$ cat config.mk
export PLATFORM = sky130hd
export DESIGN_NAME = eps_port_select
export DESIGN_NICKNAME = d
export VERILOG_FILES = /design/src/eps_pkg.sv /design/src/eps_port_select.sv /design/src/eps_reg8.sv
export SDC_FILE = /design/constraint.sdc
export NUM_CORES = 1
export LEC_CHECK = 0
export BUFFER_PORTS_ARGS = -buffer_cell sky130_fd_sc_hd__buf_2
export CORE_MARGIN = 2
export CORE_UTILIZATION = 55
export CTS_CLUSTER_SIZE = 20
export DETAILED_ROUTE_END_ITERATION = 10
export GPL_TIMING_DRIVEN = 0
export PLACE_DENSITY = 0.81
export SYNTH_ARGS = -nofsm -noshare
export SYNTH_HDL_FRONTEND = slang
export SYNTH_SLANG_ARGS = --single-unit
export TNS_END_PERCENT = 10
$ cat constraint.sdc
create_clock -name pclk -period 3.8 [get_ports pclk]
set_input_delay 0.76 -clock pclk [delete_from_list [all_inputs] [get_ports pclk]]
set_output_delay 0.76 -clock pclk [all_outputs]
set_load 0.03 [all_outputs]
$ cat src/eps_pkg.sv
// package for the expansion port output select block
// assumes an apb master on pclk; registers take one aligned 32-bit word each
package eps_pkg;

   // register indices; the byte address is four times the index
   localparam logic [5:0] IDX_HSYNC_BEGIN = 6'h06;
   localparam logic [5:0] IDX_HSYNC_STOP  = 6'h07;
   localparam logic [5:0] IDX_FINE_DELAY  = 6'h11;
   localparam logic [5:0] IDX_PORT_CTRL   = 6'h13;

   localparam logic [7:0] ADDR_HSYNC_BEGIN = {IDX_HSYNC_BEGIN, 2'b00};
   localparam logic [7:0] ADDR_HSYNC_STOP  = {IDX_HSYNC_STOP, 2'b00};
   localparam logic [7:0] ADDR_FINE_DELAY  = {IDX_FINE_DELAY, 2'b00};
   localparam logic [7:0] ADDR_PORT_CTRL   = {IDX_PORT_CTRL, 2'b00};
   localparam logic [7:0] ADDR_STATUS      = 8'h80;
   localparam logic [7:0] ADDR_LINE_POS    = 8'h84;

   localparam logic [7:0] RST_HSYNC_BEGIN = 8'h00;
   localparam logic [7:0] RST_HSYNC_STOP  = 8'h00;
   localparam logic [7:0] RST_FINE_DELAY  = 8'h00;
   localparam logic [7:0] RST_PORT_CTRL   = 8'h00;

   localparam int BIT_CODE_OE    = 7;
   localparam int BIT_HORIZ_SEL  = 6;
   localparam int POS_VERT_SEL   = 4;
   localparam int BIT_LOCK_SEL   = 3;
   localparam int POS_FINE_DELAY = 4;

   // pixels per line, active pixels and the last sub-count of an eight-clock step
   localparam logic [10:0] LINE_PIXELS   = 11'h6b4;
   localparam logic [10:0] ACTIVE_PIXELS = 11'h2d0;
   localparam logic [2:0]  STEP_EIGHTH   = 3'h7;

   // itu 656 timing reference words and blanking levels
   localparam logic [7:0] TRS_FF   = 8'hff;
   localparam logic [7:0] TRS_00   = 8'h00;
   localparam logic [7:0] BLANK_Y  = 8'h10;
   localparam logic [7:0] BLANK_C  = 8'h80;

   typedef enum logic [2:0] {
      FMT_ITU656   = 3'h0,
      FMT_ITU_GATE = 3'h1,
      FMT_YUV_RAW  = 3'h2,
      FMT_RSVD3    = 3'h3,
      FMT_BYP_HI   = 3'h4,
      FMT_BYP_LO   = 3'h5,
      FMT_RSVD6    = 3'h6,
      FMT_BYP_SPLIT = 3'h7
   } eps_fmt_t;

   typedef struct packed {
      logic       code_pin_output_enable;
      logic       horiz_out_select;
      logic [1:0] vert_out_select;
      logic       lock_indicator_select;
      eps_fmt_t   fmt;
   } eps_ctrl_t;

   // timing inputs from the decoder core
   typedef struct packed {
      logic vertical_sync_pulse;
      logic field_id;
      logic vertical_gate_window;
      logic vert_blank;
      logic horiz_lock_status;
      logic fast_lock;
      logic line_start;
   } eps_timing_t;

   typedef struct packed {
      logic       both_converters;
      logic       use_second;
      logic [8:0] first_converter;
      logic [8:0] second_converter;
   } eps_adc_t;

endpackage

$ cat src/eps_port_select.sv
// expansion port output select: register file on apb plus output muxing
// assumes decoder core timing and converter samples are synchronous to pclk
`timescale 1ns/1ns
module eps_port_select (
   input  wire logic                 pclk,
   input  wire logic                 presetn,
   input  wire logic                 psel,
   input  wire logic                 penable,
   input  wire logic                 pwrite,
   input  wire logic [7:0]           paddr,
   input  wire logic [31:0]          pwdata,
   output logic      [31:0]          prdata,
   output logic                      pready,
   output logic                      pslverr,
   input  wire eps_pkg::eps_timing_t timing,
   input  wire eps_pkg::eps_adc_t    adc,
   input  wire logic [7:0]           video_data,
   input  wire logic                 realtime_code_in,
   output logic      [7:0]           port_data,
   output logic                      port_horiz_reference_pin,
   output logic                      port_vert_reference_pin,
   output logic                      lock_indicator,
   output logic                      sample_toggle_reference,
   output logic                      realtime_code_output,
   output logic                      realtime_code_output_oe
);
   eps_pkg::eps_ctrl_t ctrl;
   logic [31:0]        regs;
   logic [7:0]         hs_begin;
   logic [7:0]         hs_stop;
   logic [1:0]         hsync_fine_delay;
   logic               reg_we;
   logic [1:0]         reg_idx;
   logic               hit_store;
   logic               hit_any;
   logic [7:0]         store_rdata;
   logic [31:0]        rd_d;
   logic [31:0]        prdata_q;
   logic               access;
   logic [2:0]         dec;

   logic [10:0] pix_q, pix_d;
   logic [2:0]  sub_q, sub_d;
   logic [7:0]  step_q, step_d;
   logic        tog_q, tog_d;
   logic        hs_raw_q, hs_raw_d;
   logic [7:0]  hs_dly_q, hs_dly_d;
   logic        active_line_reference_q, active_line_reference_d;
   logic        hout_q, hout_d;
   logic        vout_q, vout_d;
   logic        lock_q, lock_d;
   logic [7:0]  data_q, data_d;
   logic        code_q, code_d;
   logic [7:0]  first_hold_q, first_hold_d;

   // map an apb address to a store index; unmapped gives valid low
   function automatic logic [2:0] decode(input logic [7:0] a);
      case (a)
         eps_pkg::ADDR_HSYNC_BEGIN: decode = 3'h4;
         eps_pkg::ADDR_HSYNC_STOP:  decode = 3'h5;
         eps_pkg::ADDR_FINE_DELAY:  decode = 3'h6;
         eps_pkg::ADDR_PORT_CTRL:   decode = 3'h7;
         default:                   decode = 3'h0;
      endcase
   endfunction

   // timing reference word: f, v, h flags with protection bits
   function automatic logic [7:0] trs_word(input logic f, input logic v, input logic h);
      trs_word = {1'b1, f, v, h, v ^ h, f ^ h, f ^ v, f ^ v ^ h};
   endfunction

   assign access    = psel && penable;
   assign dec       = decode(paddr);
   assign hit_store = dec[2];
   assign reg_idx   = dec[1:0];
   assign hit_any   = hit_store || paddr == eps_pkg::ADDR_STATUS || paddr == eps_pkg::ADDR_LINE_POS;
   assign reg_we    = access && pwrite && hit_store;
   // no wait state; the stored register read is registered during the setup phase
   assign pready    = access;
   assign pslverr   = access && !hit_any;

   eps_reg8 u_store (
      .pclk    (pclk),
      .presetn (presetn),
      .we      (reg_we),
      .waddr   (reg_idx),
      .wdata   (pwdata[7:0]),
      .raddr   (reg_idx),
      .rdata   (store_rdata),
      .flat    (regs)
   );

   assign hs_begin         = regs[7:0];
   assign hs_stop          = regs[15:8];
   assign hsync_fine_delay = regs[16 + eps_pkg::POS_FINE_DELAY +: 2];
   assign ctrl             = regs[31:24];

   always_comb begin
      rd_d = 32'h0000_0000;
      if (psel && !penable && !pwrite) begin
         if (paddr == eps_pkg::ADDR_STATUS) begin
            rd_d = {28'h0000000, timing.horiz_lock_status, timing.fast_lock, hout_q, vout_q};
         end else if (paddr == eps_pkg::ADDR_LINE_POS) begin
            rd_d = {21'h000000, pix_q};
         end else begin
            rd_d = 32'h0000_0000;
         end
      end else begin
         rd_d = prdata_q;
      end
   end

   // store reads arrive registered one cycle after setup, in the access phase
   assign prdata = hit_store ? {24'h000000, store_rdata} : prdata_q;

   // line position, eight-clock steps and toggle reference
   always_comb begin
      pix_d = pix_q + 11'h001;
      if (timing.line_start || pix_q == eps_pkg::LINE_PIXELS - 11'h001) begin
         pix_d = 11'h000;
      end
      tog_d  = timing.line_start ? 1'b1 : !tog_q;
      sub_d  = (timing.line_start || sub_q == eps_pkg::STEP_EIGHTH) ? 3'h0 : sub_q + 3'h1;
      step_d = step_q;
      if (timing.line_start) begin
         step_d = 8'h00;
      end else if (sub_q == eps_pkg::STEP_EIGHTH) begin
         step_d = step_q + 8'h01;
      end
   end

   // sync pulse, its fine delay line and the horizontal pin
   always_comb begin
      // pulse between begin and stop, eight-clock steps
      hs_raw_d = hs_raw_q;
      if (step_q == hs_begin) begin
         hs_raw_d = 1'b1;
      end
      if (step_q == hs_stop) begin
         hs_raw_d = 1'b0;
      end
      hs_dly_d = {hs_dly_q[6:0], hs_raw_q};
      // 720 active pixels, runs through blanking too
      active_line_reference_d = pix_d < eps_pkg::ACTIVE_PIXELS;
      hout_d = ctrl.horiz_out_select ? hs_dly_q[{hsync_fine_delay, 1'b1}] : active_line_reference_q;
   end

   // vertical, lock and code pins
   always_comb begin
      case (ctrl.vert_out_select)
         2'h0:    vout_d = timing.vertical_sync_pulse;
         2'h1:    vout_d = timing.field_id;
         2'h2:    vout_d = !timing.vertical_sync_pulse;
         default: vout_d = !timing.field_id;
      endcase
      lock_d = ctrl.lock_indicator_select ? timing.fast_lock : !timing.horiz_lock_status;
      code_d = realtime_code_in;
   end

   // port data byte by output format
   always_comb begin
      first_hold_d = first_hold_q;
      data_d = video_data;
      case (ctrl.fmt)
         eps_pkg::FMT_ITU656, eps_pkg::FMT_ITU_GATE: begin
            // gated variant blanks outside the vertical gate window
            if ((ctrl.fmt == eps_pkg::FMT_ITU_GATE ? !timing.vertical_gate_window : timing.vert_blank)
                && active_line_reference_d) begin
               data_d = tog_d ? eps_pkg::BLANK_C : eps_pkg::BLANK_Y;
            end
            if (pix_d == eps_pkg::LINE_PIXELS - 11'h004 || pix_d == eps_pkg::ACTIVE_PIXELS) begin
               data_d = eps_pkg::TRS_FF;
            end else if (pix_d == eps_pkg::LINE_PIXELS - 11'h003 || pix_d == eps_pkg::LINE_PIXELS - 11'h002
                         || pix_d == eps_pkg::ACTIVE_PIXELS + 11'h001
                         || pix_d == eps_pkg::ACTIVE_PIXELS + 11'h002) begin
               data_d = eps_pkg::TRS_00;
            end else if (pix_d == eps_pkg::LINE_PIXELS - 11'h001) begin
               data_d = trs_word(timing.field_id, timing.vert_blank, 1'b0);
            end else if (pix_d == eps_pkg::ACTIVE_PIXELS + 11'h003) begin
               data_d = trs_word(timing.field_id, timing.vert_blank, 1'b1);
            end
         end
         eps_pkg::FMT_YUV_RAW: data_d = video_data;
         // bits 8..1, second on high, first on low
         eps_pkg::FMT_BYP_HI: begin
            if (adc.both_converters) begin
               data_d = tog_d ? adc.second_converter[8:1] : adc.first_converter[8:1];
            end else begin
               data_d = adc.use_second ? adc.second_converter[8:1] : adc.first_converter[8:1];
            end
         end
         eps_pkg::FMT_BYP_LO: begin
            if (adc.both_converters) begin
               data_d = tog_d ? adc.second_converter[7:0] : adc.first_converter[7:0];
            end else begin
               data_d = adc.use_second ? adc.second_converter[7:0] : adc.first_converter[7:0];
            end
         end
         // one sample over two cycles; low half held from the high cycle
         eps_pkg::FMT_BYP_SPLIT: begin
            if (tog_d) begin
               data_d = adc.use_second ? adc.second_converter[8:1] : adc.first_converter[8:1];
               first_hold_d = adc.use_second ? adc.second_converter[7:0] : adc.first_converter[7:0];
            end else begin
               data_d = first_hold_q;
            end
         end
         // reserved codes are left undefined by software; pass the video stream
         default: data_d = video_data;
      endcase
   end

   always_ff @(posedge pclk or negedge presetn) begin
      if (!presetn) begin
         pix_q  <= 11'h000;
         sub_q  <= 3'h0;
         step_q <= 8'h00;
         tog_q  <= 1'b0;
      end else begin
         pix_q  <= pix_d;
         sub_q  <= sub_d;
         step_q <= step_d;
         tog_q  <= tog_d;
      end
   end

   always_ff @(posedge pclk or negedge presetn) begin
      if (!presetn) begin
         hs_raw_q <= 1'b0;
         hs_dly_q <= 8'h00;
         active_line_reference_q   <= 1'b0;
         hout_q   <= 1'b0;
      end else begin
         hs_raw_q <= hs_raw_d;
         hs_dly_q <= hs_dly_d;
         active_line_reference_q   <= active_line_reference_d;
         hout_q   <= hout_d;
      end
   end

   always_ff @(posedge pclk or negedge presetn) begin
      if (!presetn) begin
         vout_q <= 1'b0;
         lock_q <= 1'b0;
         code_q <= 1'b0;
      end else begin
         vout_q <= vout_d;
         lock_q <= lock_d;
         code_q <= code_d;
      end
   end

   always_ff @(posedge pclk or negedge presetn) begin
      if (!presetn) begin
         data_q       <= 8'h00;
         first_hold_q <= 8'h00;
      end else begin
         data_q       <= data_d;
         first_hold_q <= first_hold_d;
      end
   end

   always_ff @(posedge pclk or negedge presetn) begin
      if (!presetn) begin
         prdata_q <= 32'h0000_0000;
      end else begin
         prdata_q <= rd_d;
      end
   end

   assign port_data                = data_q;
   assign port_horiz_reference_pin = hout_q;
   assign port_vert_reference_pin  = vout_q;
   assign lock_indicator           = lock_q;
   assign sample_toggle_reference  = tog_q;
   assign realtime_code_output     = code_q;
   assign realtime_code_output_oe  = ctrl.code_pin_output_enable;
endmodule // eps_port_select

$ cat src/eps_reg8.sv
// small 8-bit register store addressed by a 2-bit index, registered read
// assumes writes and reads come from the apb slave in the same clock domain
`timescale 1ns/1ns
module eps_reg8 (
   input  wire logic       pclk,
   input  wire logic       presetn,
   input  wire logic       we,
   input  wire logic [1:0] waddr,
   input  wire logic [7:0] wdata,
   input  wire logic [1:0] raddr,
   output logic      [7:0] rdata,
   output logic      [31:0] flat
);
   logic [3:0][7:0] mem_q;
   logic [3:0][7:0] mem_d;
   logic [7:0]      rdata_d;

   always_comb begin
      mem_d = mem_q;
      if (we) begin
         mem_d[waddr] = wdata;
      end
      rdata_d = mem_d[raddr];
   end

   always_ff @(posedge pclk or negedge presetn) begin
      if (!presetn) begin
         mem_q <= {eps_pkg::RST_PORT_CTRL, eps_pkg::RST_FINE_DELAY,
                   eps_pkg::RST_HSYNC_STOP, eps_pkg::RST_HSYNC_BEGIN};
         rdata <= 8'h00;
      end else begin
         mem_q <= mem_d;
         rdata <= rdata_d;
      end
   end

   assign flat = mem_q;
endmodule // eps_reg8

======== Word-level counts from Yosys, hierarchy flattened ========
Index checks and enable logic that the tools add are counted.
cells by class
  add/sub/neg operators ................... 3
  magnitude comparators ................... 4
  equal/unequal tests ..................... 24
  muxes and demuxes ....................... 37
  bitwise gates (word level) .............. 4
  reduce and logical (&&, ||, !) cells .... 30
operators by type and width
  operator               number
  $mux 8                 17
  $mux 32                3
  $eq 11x11->1 const B   5
  $eq 11x10->1 const B   4
  $bwmux 32              1
  $pmux 8 s4             1
  $mux 11                2
  $bmux 8 s2             1
  $demux 8 s2            1
  $eq 8x5->1 const B     2
  $eq 8x7->1 const B     2
  $eq 8x8->1             2
  $eq 8x8->1 const B     2
  $eq 3x3->1 const B     4
  $pmux 3 s4             1
  $add 11x1->11 const B  1
  $lt 11x10->1 const B   1
  $add 8x1->8 const B    1
  $logic_and 1x1->1      8
  $logic_not 1->1        8
  $logic_or 1x1->1       8
  $mux 1                 7
  $lt 3x4->1 const B     1
  $reduce_bool 2->1      2
  other kinds (15)       17
storage, ports and cells
  register bits ........................... 125
  output and inout port bits .............. 48
  word-level logic and storage cells ...... 121

======== Logic depth before layout (Yosys ltp) ========
  depth after elaboration ................. 11
  mapped depth ............................ 11
  gate-level depth less buffers ........... 9

======== Modules after synthesis ========
Synthesis repeated with hierarchy kept, for this count alone.
second synthesis, totals
  cell total of the unflattened synthesis .. 550
  area, all modules ....................... 5989.5 um^2
modules (own cells, without submodules)
  module           times used  cells each  area each (um^2)  sequential area each (um^2)
  eps_port_select  1           464         4385.5            1601.5
  eps_reg8         1           86          1604.0            1001.0

======== Worst setup path before layout ========
Ideal clock, no wire load.
  kind .................................... in2out
  from .................................... input port paddr[2]
  to ...................................... output port prdata[2]
  arrival time ............................ 2191 ps
  data required time ...................... 3040 ps
  path slack .............................. 849 ps
  stages .................................. 5
  cell sequence ........................... clkbuf_1 nand2_1 a21oi_1 clkbuf_1 mux2_2
between the ends
  longest elaborated chain between the ends .. 3
  elaborated cells between the ends (all ways) .. 6
ends and longest elaborated chain
  what                                      RTL line                source
  start, declared                           eps_port_select.sv:10   input wire logic [7:0] paddr,
  $eq 8x7->1 or $eq 8x5->1 (tied branches)  eps_port_select.sv:58   case (a)
  $pmux 3 s4 (*)                            eps_port_select.sv:58
  $mux 32 (*)                               eps_port_select.sv:114  assign prdata = hit_store ? {24'h000000, store_rdata} : prdata_q;
  end, declared                             eps_port_select.sv:12   output logic [31:0] prdata,
Every way passes the cells marked *; elsewhere a longest branch is shown, timed or not.

======== Final worst setup path ========
  from .................................... input port paddr[1]
  to ...................................... output port prdata[2]
The elaborated chain is that of the path after synthesis.

==> qor_table.md <==
| Parameter | Value | Unit |
|---|---|---|
| Outcome | finished clean | - |
| Maximum ir drop on the vdd rail | 0.260 | mV |
| Most Frequent Cell on Critical Path | sky130_fd_sc_hd__buf_2 | - |
| Type of the most critical hold path | reg -> reg | - |
| Post-synth ARST share | 100 | % |
| Count of mapped cells out of synthesis | 575 | - |
| Most used standard cell by instance count after synthesis | sky130_fd_sc_hd__dfrtp_1 | - |
| Classification of the worst setup path | in -> out | - |
| Number of instances on the worst hold path | 0 | - |
| Final setup violation count | 0 | - |
| Count of inserted antenna diode cells | 0 | - |
| Tcrit/Tclk final | 91.1 | % |
| Share of the yosys chip area belonging to registers | 45.0 | % |
| Final count of pins violating max slew | 0 | - |
| Crit Path Max Fanout | 10 | - |
| Cell type contributing the most total cell area after synthesis | sky130_fd_sc_hd__dfrtp_1 | - |
| Pin count of the biggest net entering global routing | 55 | - |
| Leakage power | 3.28 | nW |
| Total iterations of the first detailed-routing run | 4 | - |
| Number of standard-cell rows in the floorplan | 37 | - |
| Vertical die dimension | 107 | um |
| Total CTS buffers | 9 | - |
| Antenna viol nets, final | 0 | - |
| Max-Cap Viols | 0 | - |
| Final routed wire length divided by cell count | 17.2 | um |
| Number of design-rule violations left by the first detailed-router iteration | 328 | - |
| Netlist area before placement | 0.00578 | sq mm |
| Number of vias per cell | 5.79 | - |
| Post-cts resize count | 0 | - |
| Count of state elements after synthesis | 104 | - |
| HPWL after DPL | 10600 | um |
| Number of nets in the layout | 774 | - |
| Aggregate negative setup slack | 0 | ps |
| Critical path required time | 3040 | ps |
| Initial Util | 56.2 | % |
| Count of hold-fix buffers inserted at cts | 0 | - |
| Chip width | 107 | um |
| Worst-skew pair later-pin latency | 370 | ps |
| Proportion of layout cells with a drive suffix above 1 | 26.5 | % |
| Count of final hold-check violations | 0 | - |
| Total wire length after detailed routing | 14300 | um |
| Vias | 4802 | - |
| Remaining global-route overflow | 0 | - |
| Top achievable clock speed | 289 | MHz |
| Level count of the clock H-tree | 3 | - |
| Cells traversed along the worst timing path | buf_2 > nor3_1 > nand2b_1 > a21oi_1 > clkbuf_1 > mux2_2 > buf_2 | - |
| Number of flops mapped to enable cells by yosys | 0 | - |
| Setup repair bufs after CTS | 0 | - |
| Capturing element type of the critical path | output pin | - |
| Largest stage delay on the critical path | 490 | ps |
| Worst setup margin | 338 | ps |
| Number of warnings printed during yosys synthesis | 0 | - |
| Total of buffers placed on input and output ports | 81 | - |
| Maximum number of buffers from clock root to sink | 2 | - |
| Clock period minus final worst setup slack | 3460 | ps |
| Synth area leaders | sky130_fd_sc_hd__dfrtp_1 45%, sky130_fd_sc_hd__mux2_2 9.2%, sky130_fd_sc_hd__mux2i_1 4.7% | - |
| Remaining routing DRC violations | 0 | - |
| Global placer's final weighted congestion | 0.939 | - |
| Data arrival time at the worst-slack endpoint | 2700 | ps |
| RSZ-0062 raised after global routing | false | - |
| Full die area | 0.0113 | sq mm |
| Post-placement worst setup slack | 326 | ps |
| Cell count of the worst reg-to-reg path | 11 | - |
| Clock input transition at the sequential cells of the worst setup and hold paths | 100 | ps |
| Cell with the largest stage delay on the worst path | sky130_fd_sc_hd__clkbuf_1 | - |
| Clk root buf | sky130_fd_sc_hd__clkbuf_8 | - |
| Fin Clk Skew | 6.69 | ps |
| Core area | 0.0103 | sq mm |
| All-layer global routing usage | 26.2 | % |
| Category of the worst setup path launch point | primary input | - |
| Sinks on Clock Net | 104 | - |
| Num ports | 129 | - |
| Transition time at the pin with the least slew margin | 1010 | ps |
| Area grow syn2layout | 15.3 | % |
| Most numerous cell types in the synthesized netlist | 104 x sky130_fd_sc_hd__dfrtp_1, 53 x sky130_fd_sc_hd__nor2_1, 48 x sky130_fd_sc_hd__a21oi_1 | - |
| Slew margin rel. | 30.7 | % |
| Number of global-route vias before repair | 4626 | - |
| CTS tree | built | - |
| Average cell area after synthesis | 10.1 | sq um |
| Distinct cell type count after synthesis | 64 | - |
| Most used flip-flop cell after synthesis | sky130_fd_sc_hd__dfrtp_1 | - |
| Yosys top cell area share | 45.0 | % |
| Initial antenna violation count | 0 | - |
| First-pass GRT wire length | 23200 | um |
| Power density over the cells | 334 | mW/mm^2 |
| Family with the most delay on the worst path | buffers and inverters | - |
| CP Depth | 7 | - |
| Buffers and inverters on the worst path | 3 | - |
[path summary, 6_finish.rpt]
kind	from	to	slack (ps)
worst min-delay path	hs_dly_q[4]	hs_dly_q[5]	360
worst min register to register	hs_dly_q[4]	hs_dly_q[5]	360
min in group asynchronous	presetn	step_q[6]	410
max in group asynchronous	presetn	u_store.flat[21]	2700
worst max register to register	pix_q[1]	port_data[7]	480
worst max-delay path	paddr[1]	prdata[2]	340
[logic make-up after synthesis]
| group | count (synthesis) | share of synthesized area, % |
|---|---|---|
| AOI/OAI and AO/OA | 140 | 15.9 |
| xor gates and xnor gates | 28 | 4.24 |
| adders and majority gates | 4 | 0.866 |
| buffers and inverters | 60 | 5.50 |
| DFF | 104 | 45.0 |
| muxes | 76 | 14.5 |
| other | 1 | 0.0649 |
| and+or+nand+nor | 162 | 13.9 |
[power by group]
group	internal [mW]	switching (mW)	leakage, nW
logic	0.136	0.221	1.79
registers	1.15	0.0244	1.39
clock network	0.306	0.384	0.0937
total	1.59	0.629	3.28
[sequential cells by signal (all words and copies together) (netlist names)]
name                      count
port_vert_reference_pin       1
port_horiz_reference_pin      1
pix_q                        11
sample_toggle_reference       1
first_hold_q                  8
u_store.rdata                 8
hs_raw_q                      1
u_store.flat                 32
step_q                        8
sub_q                         3
hs_dly_q                      8
realtime_code_output          1
active_line_reference_q       1
prdata_q                     11
port_data                     8
lock_indicator                1
[per-layer routing]
layer	GRT usage [%]	part of all wire, %	vias to the layer above
li1	-	-	2265
met1	36.3	44	2358
met2	42.0	49	165
met3	4.90	5.8	14
met4	7.98	1.0	0
met5	0	0	-
[placed cells by master (no fill, tap or decap), types with 6 or more instances in the layout]
master and instances:
sky130_fd_sc_hd__xor2_1 24, sky130_fd_sc_hd__clkbuf_1 22, sky130_fd_sc_hd__buf_4 23, sky130_fd_sc_hd__nand2b_1 7, sky130_fd_sc_hd__nand2_1 35, sky130_fd_sc_hd__a21oi_1 48, sky130_fd_sc_hd__o21ai_0 25, sky130_fd_sc_hd__nor2_1 53
sky130_fd_sc_hd__buf_2 84, sky130_fd_sc_hd__a22o_1 8, sky130_fd_sc_hd__dfrtp_1 104, sky130_fd_sc_hd__nor4_1 8, sky130_fd_sc_hd__mux2i_1 27, sky130_fd_sc_hd__conb_1 21, sky130_fd_sc_hd__inv_1 11, sky130_fd_sc_hd__mux2_2 47
sky130_fd_sc_hd__a22oi_1 11, sky130_fd_sc_hd__nor2b_1 7, sky130_fd_sc_hd__or3_1 8, sky130_fd_sc_hd__clkbuf_8 9, sky130_fd_sc_hd__o22ai_1 6, sky130_fd_sc_hd__nand3_1 10
[cell type report]
class | instances | area [sq um]
plain buffers | 49 | 277
clock buffers | 11 | 131
clock inverters | 5 | 56.3
fillers | 876 | 3610
inverters | 11 | 41.3
multi-input cells | 431 | 2940
flip-flops and latches | 104 | 2600
well taps | 136 | 170
repair buffers | 83 | 443
[per-stage QoR]
stage	utilization (%)	cells	total power [mW]	hold WS [ps]	instance area [sq um]
2_1_floorplan	-	595	1.42	331	5860
3_3_place_gp	62.6	812	1.54	334	6430
3_5_place_dp	63.0	814	1.55	340	6470
4_1_cts	64.8	830	2.24	365	6660
5_1_grt	64.8	830	2.32	374	6660
6_report	64.8	830	2.22	361	6660
Power figures use the tool's default switching activity.
